==> config.mk <==
export PLATFORM = sky130hd
export DESIGN_NAME = bfd_core
export DESIGN_NICKNAME = d
export VERILOG_FILES = /design/src/common/bfd_pkg.sv /design/src/hw/bfd_field_decode.sv /design/src/hw/bfd_core.sv
export VERILOG_INCLUDE_DIRS = /design/src /design/src/common
export SDC_FILE = /design/constraint.sdc
export NUM_CORES = 1
export LEC_CHECK = 0
export BUFFER_PORTS_ARGS = -buffer_cell sky130_fd_sc_hd__buf_2
export CAP_MARGIN = 25
export CORE_MARGIN = 2
export CORE_UTILIZATION = 40
export CTS_CLUSTER_DIAMETER = 30
export DETAILED_ROUTE_END_ITERATION = 10
export PLACE_DENSITY = 0.63
export SKIP_CTS_REPAIR_TIMING = 1
export SYNTH_ARGS = -nofsm -noshare
export SYNTH_HDL_FRONTEND = slang
export SYNTH_SLANG_ARGS = --single-unit
==> constraint.sdc <==
create_clock -name ref_clk -period 4.77 [get_ports ref_clk]
set_clock_uncertainty 0.2 [all_clocks]
set_input_delay 0.2385 -clock ref_clk [delete_from_list [all_inputs] [get_ports ref_clk]]
set_output_delay 0.2385 -clock ref_clk [all_outputs]
set_load 0.05 [all_outputs]
==> src/common/bfd_defines.svh <==
// Purpose: constants for the banked file address former and field decoder
// Assumes: 14-bit instruction words, 8-bit data, 13-bit program counter
// Notes: offsets are bank-relative 7-bit values
`ifndef BFD_DEFINES_SVH
`define BFD_DEFINES_SVH

// ****************************************************************
// widths
// ****************************************************************
`define BFD_INSTR_W 14
`define BFD_FILE_W 7
`define BFD_DADDR_W 9
`define BFD_PC_W 13
`define BFD_JUMP_W 11

// ****************************************************************
// bank-relative locations and region bounds
// ****************************************************************
`define BFD_OFS_PC_LOW 7'h02
`define BFD_OFS_STATUS 7'h03
`define BFD_OFS_PC_HIGH_LATCH 7'h0A
`define BFD_GENERAL_BASE 7'h20
`define BFD_SHARED_BASE 7'h70

// ****************************************************************
// status bit positions, reset values
// ****************************************************************
`define BFD_STAT_BANK_LOW 5
`define BFD_STAT_BANK_HIGH 6
`define BFD_RESET_VECTOR 13'h0000
`define BFD_STATUS_RESET 8'h00
`define BFD_LATCH_RESET 5'h00
`define BFD_ACCUM_RESET 8'h00

// ****************************************************************
// byte-oriented opcodes (6 bits)
// ****************************************************************
`define BFD_OP_MOVE_W 6'h00
`define BFD_OP_CLEAR 6'h01
`define BFD_OP_SUB 6'h02
`define BFD_OP_DEC 6'h03
`define BFD_OP_OR 6'h04
`define BFD_OP_AND 6'h05
`define BFD_OP_XOR 6'h06
`define BFD_OP_ADD 6'h07
`define BFD_OP_MOVE_F 6'h08
`define BFD_OP_COMP 6'h09
`define BFD_OP_INC 6'h0A
`define BFD_OP_DEC_SKIP 6'h0B
`define BFD_OP_INC_SKIP 6'h0F

`endif

==> src/common/bfd_pkg.sv <==
// Purpose: shared types of the field decoder and address former
// Assumes: constants come from bfd_defines.svh
// Notes: types only
package bfd_pkg;
  typedef enum logic [1:0] {
    BFD_CLS_BYTE,
    BFD_CLS_BIT,
    BFD_CLS_JUMP,
    BFD_CLS_LIT
  } bfd_class_type;

  typedef enum logic [1:0] {
    BFD_REG_SPECIAL,
    BFD_REG_GENERAL,
    BFD_REG_SHARED
  } bfd_region_type;

  typedef enum logic [1:0] {
    BFD_ST_FETCH,
    BFD_ST_READ,
    BFD_ST_EXEC
  } bfd_state_type;
endpackage

==> src/hw/bfd_field_decode.sv <==
// Purpose: split an instruction word into fields and form the data address
// Assumes: bank bits come straight from the status register
// Notes: purely combinational
`include "bfd_defines.svh"

module bfd_field_decode
  import bfd_pkg::*;
#(
  parameter int NUM_BANKS = 4
) (
  input wire logic [`BFD_INSTR_W-1:0] instr,
  input wire logic bankSelectHigh,
  input wire logic bankSelectLow,
  output bfd_class_type instrClass,
  output logic [5:0] byteOpcode,
  output logic destFile,
  output logic [`BFD_FILE_W-1:0] fileOfs,
  output logic [3:0] bitOpcode,
  output logic [2:0] bitPos,
  output logic [7:0] literal,
  output logic [`BFD_JUMP_W-1:0] jumpTarget,
  output logic [`BFD_DADDR_W-1:0] dataAddr,
  output bfd_region_type region,
  output logic coreLocal,
  output logic implemented
);
  logic [1:0] bank;

  // ****************************************************************
  // field split
  // ****************************************************************
  // top two bits select the layout
  assign instrClass = bfd_class_type'(instr[13:12]);
  assign byteOpcode = instr[13:8];
  assign destFile = instr[7];
  assign fileOfs = instr[6:0];
  assign bitOpcode = instr[13:10];
  assign bitPos = instr[9:7];
  assign literal = instr[7:0];
  assign jumpTarget = instr[10:0];

  // ****************************************************************
  // region and address forming
  // ****************************************************************
  // shared top block folds onto bank 0 so every bank sees one copy
  always_comb begin
    bank = {bankSelectHigh, bankSelectLow};
    if (fileOfs < `BFD_GENERAL_BASE) begin
      region = BFD_REG_SPECIAL;
    end else if (fileOfs >= `BFD_SHARED_BASE) begin
      region = BFD_REG_SHARED;
    end else begin
      region = BFD_REG_GENERAL;
    end
    if (region == BFD_REG_SHARED) begin
      dataAddr = {2'b00, fileOfs};
    end else begin
      dataAddr = {bank, fileOfs};
    end
    // these live in the core and answer in every bank
    coreLocal = (fileOfs == `BFD_OFS_STATUS) || (fileOfs == `BFD_OFS_PC_LOW) ||
                (fileOfs == `BFD_OFS_PC_HIGH_LATCH);
    implemented = coreLocal || (region == BFD_REG_SHARED) ||
                  (32'(bank) < NUM_BANKS);
  end

endmodule

==> src/hw/bfd_core.sv <==
// Purpose: decode, banked data addressing and program counter of a small core
// Assumes: data file answers a read one cycle after dataRdEn
// Notes: one instruction every three cycles, a skipped word in one, no call stack inside
`include "bfd_defines.svh"

// Functional notes
// - fetch address and data address travel on separate ports.
// - the file operand field is 7 bits, 128 locations per bank.
// - the data address is the two bank bits above the 7-bit field, high bit on top.
// - bank offsets below 0x20 are special function space.
// - bank offsets from 0x20 up are general purpose space.
// - the status register answers at one offset in every bank.
// - offsets 0x70 to 0x7F of every bank reach one shared region.
// - the program counter is 13 bits, low byte readable and writable, top 5 in a latch.
// - byte instructions split into 6-bit opcode, destination bit and 7-bit address.
// - byte operations use the accumulator and store to it or to the file.
// - bit instructions split into 4-bit opcode, 3-bit position and 7-bit address.
// - bit instructions set, clear or test one bit of the addressed file.
// - literal instructions combine an embedded constant with the accumulator.
// - call and jump carry an 11-bit target.
// - after reset fetching starts at address zero.
module bfd_core
  import bfd_pkg::*;
#(
  parameter int NUM_BANKS = 4
) (
  input wire logic ref_clk,
  input wire logic resetn,
  input wire logic [`BFD_INSTR_W-1:0] instrWord,
  input wire logic instrValid,
  output logic instrReady,
  output logic [`BFD_PC_W-1:0] progAddr,
  output logic [`BFD_DADDR_W-1:0] dataAddr,
  output logic dataRdEn,
  input wire logic [7:0] dataRdData,
  output logic dataWrEn,
  output logic [7:0] dataWrData,
  output logic isSpecialSpace,
  output logic isSharedSpace,
  output logic callPush,
  output logic [`BFD_PC_W-1:0] callRetAddr
);
  bfd_state_type state_ff, nxt_state;
  logic [`BFD_INSTR_W-1:0] instr_ff, nxt_instr;
  logic [`BFD_PC_W-1:0] pc_ff, nxt_pc;
  logic [4:0] pcHighLatch_ff, nxt_pcHighLatch;
  logic [7:0] status_ff, nxt_status;
  logic [7:0] workingAccum_ff, nxt_workingAccum;
  logic skip_ff, nxt_skip;
  logic [`BFD_DADDR_W-1:0] dataAddr_ff, nxt_dataAddr;
  logic rdEn_ff, nxt_rdEn;
  logic wrEn_ff, nxt_wrEn;
  logic [7:0] wrData_ff, nxt_wrData;
  logic special_ff, nxt_special;
  logic shared_ff, nxt_shared;
  logic push_ff, nxt_push;
  logic [`BFD_PC_W-1:0] retAddr_ff, nxt_retAddr;

  logic [`BFD_INSTR_W-1:0] decIn;
  bfd_class_type instrClass;
  logic [5:0] byteOpcode;
  logic destFile;
  logic [`BFD_FILE_W-1:0] fileOfs;
  logic [3:0] bitOpcode;
  logic [2:0] bitPos;
  logic [7:0] literal;
  logic [`BFD_JUMP_W-1:0] jumpTarget;
  logic [`BFD_DADDR_W-1:0] formedAddr;
  bfd_region_type region;
  logic coreLocal;
  logic implemented;

  // one-hot mask for the bit position
  function automatic logic [7:0] bit_mask(input logic [2:0] pos);
    bit_mask = 8'h01 << pos;
  endfunction

  // ****************************************************************
  // decode
  // ****************************************************************
  // the live word is decoded while fetching, the held word afterwards
  assign decIn = (state_ff == BFD_ST_FETCH) ? instrWord : instr_ff;

  bfd_field_decode #(
    .NUM_BANKS(NUM_BANKS)
  ) u_decode (
    .instr(decIn),
    .bankSelectHigh(status_ff[`BFD_STAT_BANK_HIGH]),
    .bankSelectLow(status_ff[`BFD_STAT_BANK_LOW]),
    .instrClass(instrClass),
    .byteOpcode(byteOpcode),
    .destFile(destFile),
    .fileOfs(fileOfs),
    .bitOpcode(bitOpcode),
    .bitPos(bitPos),
    .literal(literal),
    .jumpTarget(jumpTarget),
    .dataAddr(formedAddr),
    .region(region),
    .coreLocal(coreLocal),
    .implemented(implemented)
  );

  // ****************************************************************
  // sequencer and datapath
  // ****************************************************************
  // three-cycle step: take, read operand, execute and write back
  always_comb begin
    logic [7:0] operand;
    logic [7:0] result;
    logic toFile;
    logic toAccum;
    logic doSkip;
    operand = 8'h00;
    result = 8'h00;
    toFile = 1'b0;
    toAccum = 1'b0;
    doSkip = 1'b0;
    nxt_state = state_ff;
    nxt_instr = instr_ff;
    nxt_pc = pc_ff;
    nxt_pcHighLatch = pcHighLatch_ff;
    nxt_status = status_ff;
    nxt_workingAccum = workingAccum_ff;
    nxt_skip = skip_ff;
    nxt_dataAddr = dataAddr_ff;
    nxt_rdEn = 1'b0;
    nxt_wrEn = 1'b0;
    nxt_wrData = wrData_ff;
    nxt_special = special_ff;
    nxt_shared = shared_ff;
    nxt_push = 1'b0;
    nxt_retAddr = retAddr_ff;
    case (state_ff)
      BFD_ST_FETCH: begin
        if (instrValid) begin
          if (skip_ff) begin
            // skipped word executes as a no-operation
            nxt_skip = 1'b0;
            nxt_pc = pc_ff + 13'h0001;
          end else begin
            nxt_instr = instrWord;
            nxt_dataAddr = formedAddr;
            nxt_special = (region == BFD_REG_SPECIAL);
            nxt_shared = (region == BFD_REG_SHARED);
            // core-local and missing locations never reach the file
            nxt_rdEn = (instrClass == BFD_CLS_BYTE || instrClass == BFD_CLS_BIT) &&
                       !coreLocal && implemented;
            nxt_state = BFD_ST_READ;
          end
        end
      end
      BFD_ST_READ: begin
        nxt_state = BFD_ST_EXEC;
      end
      BFD_ST_EXEC: begin
        // operand selection
        if (fileOfs == `BFD_OFS_STATUS) begin
          operand = status_ff;
        end else if (fileOfs == `BFD_OFS_PC_LOW) begin
          operand = pc_ff[7:0];
        end else if (fileOfs == `BFD_OFS_PC_HIGH_LATCH) begin
          operand = {3'b000, pcHighLatch_ff};
        end else if (implemented) begin
          operand = dataRdData;
        end else begin
          operand = 8'h00;
        end
        nxt_pc = pc_ff + 13'h0001;
        case (instrClass)
          BFD_CLS_BYTE: begin
            toFile = destFile;
            toAccum = !destFile;
            case (byteOpcode)
              `BFD_OP_MOVE_W: begin
                result = workingAccum_ff;
                toAccum = 1'b0;
              end
              `BFD_OP_CLEAR: result = 8'h00;
              `BFD_OP_SUB: result = operand - workingAccum_ff;
              `BFD_OP_DEC: result = operand - 8'h01;
              `BFD_OP_OR: result = operand | workingAccum_ff;
              `BFD_OP_AND: result = operand & workingAccum_ff;
              `BFD_OP_XOR: result = operand ^ workingAccum_ff;
              `BFD_OP_ADD: result = operand + workingAccum_ff;
              `BFD_OP_MOVE_F: result = operand;
              `BFD_OP_COMP: result = ~operand;
              `BFD_OP_INC: result = operand + 8'h01;
              `BFD_OP_DEC_SKIP: begin
                result = operand - 8'h01;
                doSkip = (result == 8'h00);
              end
              `BFD_OP_INC_SKIP: begin
                result = operand + 8'h01;
                doSkip = (result == 8'h00);
              end
              default: begin
                result = operand;
                toFile = 1'b0;
                toAccum = 1'b0;
              end
            endcase
          end
          BFD_CLS_BIT: begin
            result = operand;
            case (bitOpcode[1:0])
              2'b00: begin
                result = operand & ~bit_mask(bitPos);
                toFile = 1'b1;
              end
              2'b01: begin
                result = operand | bit_mask(bitPos);
                toFile = 1'b1;
              end
              2'b10: doSkip = ((operand & bit_mask(bitPos)) == 8'h00);
              default: doSkip = ((operand & bit_mask(bitPos)) != 8'h00);
            endcase
          end
          BFD_CLS_LIT: begin
            toAccum = 1'b1;
            case (instr_ff[11:8])
              4'h8: result = literal | workingAccum_ff;
              4'h9: result = literal & workingAccum_ff;
              4'hA: result = literal ^ workingAccum_ff;
              4'hC, 4'hD: result = literal - workingAccum_ff;
              4'hE, 4'hF: result = literal + workingAccum_ff;
              default: result = literal;
            endcase
          end
          default: begin
            // call and jump: latch bits 4:3 above the literal
            nxt_pc = {pcHighLatch_ff[4:3], jumpTarget};
            nxt_push = !instr_ff[11];
            nxt_retAddr = pc_ff + 13'h0001;
          end
        endcase
        if (toAccum) begin
          nxt_workingAccum = result;
        end
        // write-back, with core registers kept here
        if (toFile) begin
          if (fileOfs == `BFD_OFS_STATUS) begin
            nxt_status = result;
          end else if (fileOfs == `BFD_OFS_PC_LOW) begin
            nxt_pc = {pcHighLatch_ff, result};
          end else if (fileOfs == `BFD_OFS_PC_HIGH_LATCH) begin
            nxt_pcHighLatch = result[4:0];
          end else if (implemented) begin
            nxt_wrEn = 1'b1;
            nxt_wrData = result;
          end
        end
        nxt_skip = doSkip;
        nxt_state = BFD_ST_FETCH;
      end
      default: nxt_state = BFD_ST_FETCH;
    endcase
  end

  // state registers, reset vector at zero
  always_ff @(posedge ref_clk or negedge resetn) begin
    if (!resetn) begin
      state_ff <= BFD_ST_FETCH;
      instr_ff <= '0;
      pc_ff <= `BFD_RESET_VECTOR;
      pcHighLatch_ff <= `BFD_LATCH_RESET;
      status_ff <= `BFD_STATUS_RESET;
      workingAccum_ff <= `BFD_ACCUM_RESET;
      skip_ff <= 1'b0;
      dataAddr_ff <= '0;
      rdEn_ff <= 1'b0;
      wrEn_ff <= 1'b0;
      wrData_ff <= 8'h00;
      special_ff <= 1'b0;
      shared_ff <= 1'b0;
      push_ff <= 1'b0;
      retAddr_ff <= '0;
    end else begin
      state_ff <= nxt_state;
      instr_ff <= nxt_instr;
      pc_ff <= nxt_pc;
      pcHighLatch_ff <= nxt_pcHighLatch;
      status_ff <= nxt_status;
      workingAccum_ff <= nxt_workingAccum;
      skip_ff <= nxt_skip;
      dataAddr_ff <= nxt_dataAddr;
      rdEn_ff <= nxt_rdEn;
      wrEn_ff <= nxt_wrEn;
      wrData_ff <= nxt_wrData;
      special_ff <= nxt_special;
      shared_ff <= nxt_shared;
      push_ff <= nxt_push;
      retAddr_ff <= nxt_retAddr;
    end
  end

  // ****************************************************************
  // outputs
  // ****************************************************************
  assign instrReady = (state_ff == BFD_ST_FETCH);
  assign progAddr = pc_ff;
  assign dataAddr = dataAddr_ff;
  assign dataRdEn = rdEn_ff;
  assign dataWrEn = wrEn_ff;
  assign dataWrData = wrData_ff;
  assign isSpecialSpace = special_ff;
  assign isSharedSpace = shared_ff;
  assign callPush = push_ff;
  assign callRetAddr = retAddr_ff;
endmodule

==> key figures <==
GRT
  • Largest net degree at the start of global routing: 45
  • Tot GR Track Use: 28.6%
  • Vias in the first global route: 7331
  • Global route overflow: 0
  • Antenna violations before repair: 1
  • First-pass GRT wire length: 43800 um

Floorplan
  • Row cnt: 50
  • Die ar.: 20100 um^2
  • # IOs: 74
  • Starting density of the core: 40.6%
  • Die Y: 142 um
  • Core area: 18600 um^2
  • Die span in x: 142 um

STA
  • Final worst slack: 120 ps
  • Hold Fails Final Rpt: 0
  • Top achievable clock speed: 215 MHz
  • Final min period: 4650 ps
  • Fin. max-slew vios: 0
  • Setup_tns: 0 ps
  • Final cycle utilization of the critical path: 97.5%
  • Final setup viols: 0
  • RSZ-0062 raised after global routing: no
  • Max-slew headroom: 28.7%
  • Worst slew pin tran: 1040 ps

Clocking
  • Clock sinks: 86
  • Worst-case clock buffer depth: 2
  • CTS tree: yes
  • Root buf cell: clkbuf_16
  • Total CTS buffers: 9
  • # H-tree levels: 3
  • Clock latency on the worst-skew pair: 350 ps
  • Worst-path clk slew: 70 ps

Finish
  • Fin util: 48.2%
  • Multi-input gate area in the final layout: 5100 um^2
  • # fillers: 1854
  • Layout Nets: 1121
  • Layout cells sized above 1: 20.5%
  • Cell Count, Final, Fillers Out: 1283
  • Diode count: 0
  • Layout area overhead: 18.5%
  • Reg area: 2150 um^2

Setup path
  • Crit Path Class: flip-flop to flip-flop
  • CP arrival: 4690 ps
  • CP delay by family, top: compound AO/OA/AOI/OAI gates
  • CP startpoint kind: flip-flop
  • Crit path capture type: flip-flop
  • FF-to-FF Start: state_ff[1]
  • Required @ worst endpoint: 4810 ps
  • Worst-path cell chain: or2_4 -> buf_4 -> a31oi_1 -> nor4_4 -> buf_4 -> a221oi_2 -> inv_1 -> ha_1 -> a221oi_1 -> nor2_1 -> a211oi_1 -> o2111a_1 -> a31o_2 -> a31oi_1 -> buf_4 -> mux2_2
  • Slowest stage delay, CP: 630 ps
  • Crit-path max FO: 5
  • CP Launch Point: state_ff[1]
  • Crit path buffers/inverters: 4
  • Slowest CP cell: a221oi_2
  • Crit path top cell by count: buf_4

Run status
  • Outcome: finished clean

Power and ir drop
  • Net Sw Frac: 53.4%
  • Combinational share of power: 66.9%
  • Power per cell area: 679 nW/um^2
  • Pwr Total: 6.10 mW
  • Seq pwr share: 20.1%
  • Clock share of power: 13.0%
  • Cell-internal power: 2.84 mW
  • Largest vdd supply drop: 0.351 mV
  • Switch Pwr: 3.26 mW
  • LEAKAGE: 4.07 nW

Drt
  • Residual DRC: 0
  • Post-DRT Antenna Nets: 0
  • DR vias/cell: 6.16
  • Via count: 7904
  • Final WL: 28800 um
  • Drt pass-1 iters: 5
  • Initial DRC Count: 792
  • WL/cell: 22.5 um

Yosys
  • Number of library cell types mapped by synthesis: 92
  • Syn Inst Count: 934
  • Cell area after synthesis: 7570 um^2
  • Synth Register Bits: 86
  • Mapped Avg Cell Area: 8.11 um^2
  • Sequential fraction of the synthesis area: 28.4%
  • Main synth FF type: dfrtp_1
  • Post-synth EDFFs: 0
  • YS warnings: 0
  • Asr flop ratio synth: 100%
  • Mapped Nets: 1011

Place
  • Cell count after placement: 1254
  • DP Wirelength: 22000 um
  • Pre-CTS WS: 140 ps
  • Port bufs: 73
  • RD Place Congestion: 0.970

Hold path
  • Hold Path Origin: instrWord[10]
  • Hold Path Class: primary input to flip-flop

Flow run
  • Max Cap Viol: 0
state kept, by name, indices dropped and copies added, names as in the netlist:
register	count
instr_ff	14
status_ff	8
state_ff	2
isSharedSpace	1
progAddr	13
pcHighLatch_ff	5
dataAddr	9
dataWrEn	1
callRetAddr	13
dataRdEn	1
workingAccum_ff	8
skip_ff	1
callPush	1
dataWrData	8
isSpecialSpace	1
synthesized netlist by cell type (all sizes together), types with 4 or more instances:
master	n	area share (%)
a2111oi	5	0.61
nor3b	5	0.50
o21a	8	0.79
a21o	8	0.79
o22ai	14	1.2
nand4	4	0.33
nand3	26	1.8
o221ai	7	0.81
inv	42	2.1
o211ai	11	1.1
a211oi	10	1.1
dfrtp	86	28
nand2b	4	0.33
xor2	12	1.4
a221oi	8	1.5
mux2	25	3.7
ha	50	8.3
xnor2	36	4.2
o41ai	5	0.68
or3	4	0.33
and3	14	1.2
a21oi	45	3.0
a31o	4	0.46
nor3	18	1.4
a22oi	9	0.96
o31a	6	0.69
o31ai	14	1.5
o21ai	74	4.9
nor2b	5	0.41
nand2	151	7.5
buf	7	0.59
mux2i	20	2.6
nor2	78	4.1
clkbuf	39	1.9
a31oi	22	1.8
cell type report:
cell class | instances | share of cell area (%)
flip-flops and latches | 86 | 24.0
multi-input cells | 758 | 56.8
well taps | 234 | 3.26
clock inverters | 7 | 1.14
inverters | 44 | 1.90
clock buffers | 9 | 2.51
repair buffers | 145 | 10.4
power by group through the flow:
| stage | registers (mW) | clock network, mW | logic (mW) |
|---|---|---|---|
| global placement | 1.23 | 0 | 3.94 |
| floorplan | 1.66 | 0 | 2.32 |
| finish | 1.23 | 0.792 | 4.08 |
| detailed placement | 1.23 | 0 | 3.96 |
| global route | 1.25 | 0.831 | 4.42 |
| CTS | 1.22 | 0.802 | 3.98 |
cells by family after synthesis:
kind of cell,count (synthesis),synth area share (%)
simple gates,332,20.4
compound gates,280,25.6
buf+inv,90,4.74
flops,86,28.4
fa+ha+maj,53,8.92
xor+xnor,48,5.55
mux,45,6.36
layout by cell type, fill, tap and decap left out, types with 5 or more instances in the layout:
cell,instances
xnor2_1,36
nor3_1,16
nand3_1,25
a31oi_1,21
buf_4,62
buf_2,72
and3_1,14
a21o_1,8
o22ai_1,14
o21ai_0,71
clkbuf_16,9
a21oi_1,44
a211oi_1,9
a22oi_1,8
nor2b_1,5
nor2_1,74
o21a_1,8
dlygate4sd3_1,11
inv_1,38
dfrtp_1,86
xor2_1,12
mux2_2,25
o221ai_1,7
mux2i_1,20
o211ai_1,11
ha_1,49
o31ai_1,12
nand2_1,151
metrics by stage:
step / hold slack (ps) / cell area (um^2)
finish: 53.2 / 8980
global route: 57.8 / 8980
CTS: -306 / 8810
detailed placement: 62.5 / 8490
global placement: 60.6 / 8490
floorplan: -257 / 7590
per-layer routing:
metal | GRT usage (%) | share of wire [%]
met5 | 0 | 0
met2 | 41.4 | 43
met1 | 41.6 | 45
met4 | 10.8 | 3.8
met3 | 6.21 | 8.8
path summary, 6_finish.rpt:
path	to	slack, ps	cells after the start
setup / recovery	status_ff[3]	120	16
hold / removal	instr_ff[10]	50	3
max in group asynchronous	workingAccum_ff[2]	3130	3
setup reg to reg	status_ff[3]	120	16
hold reg to reg	state_ff[1]	270	1
min in group asynchronous	callRetAddr[11]	220	2
tightest hold or removal path: stages:
cell     delay [ps]
buf_2           170
nand2_1          70
o21ai_0          80
Note: power is estimated with default switching activity, not from simulation.
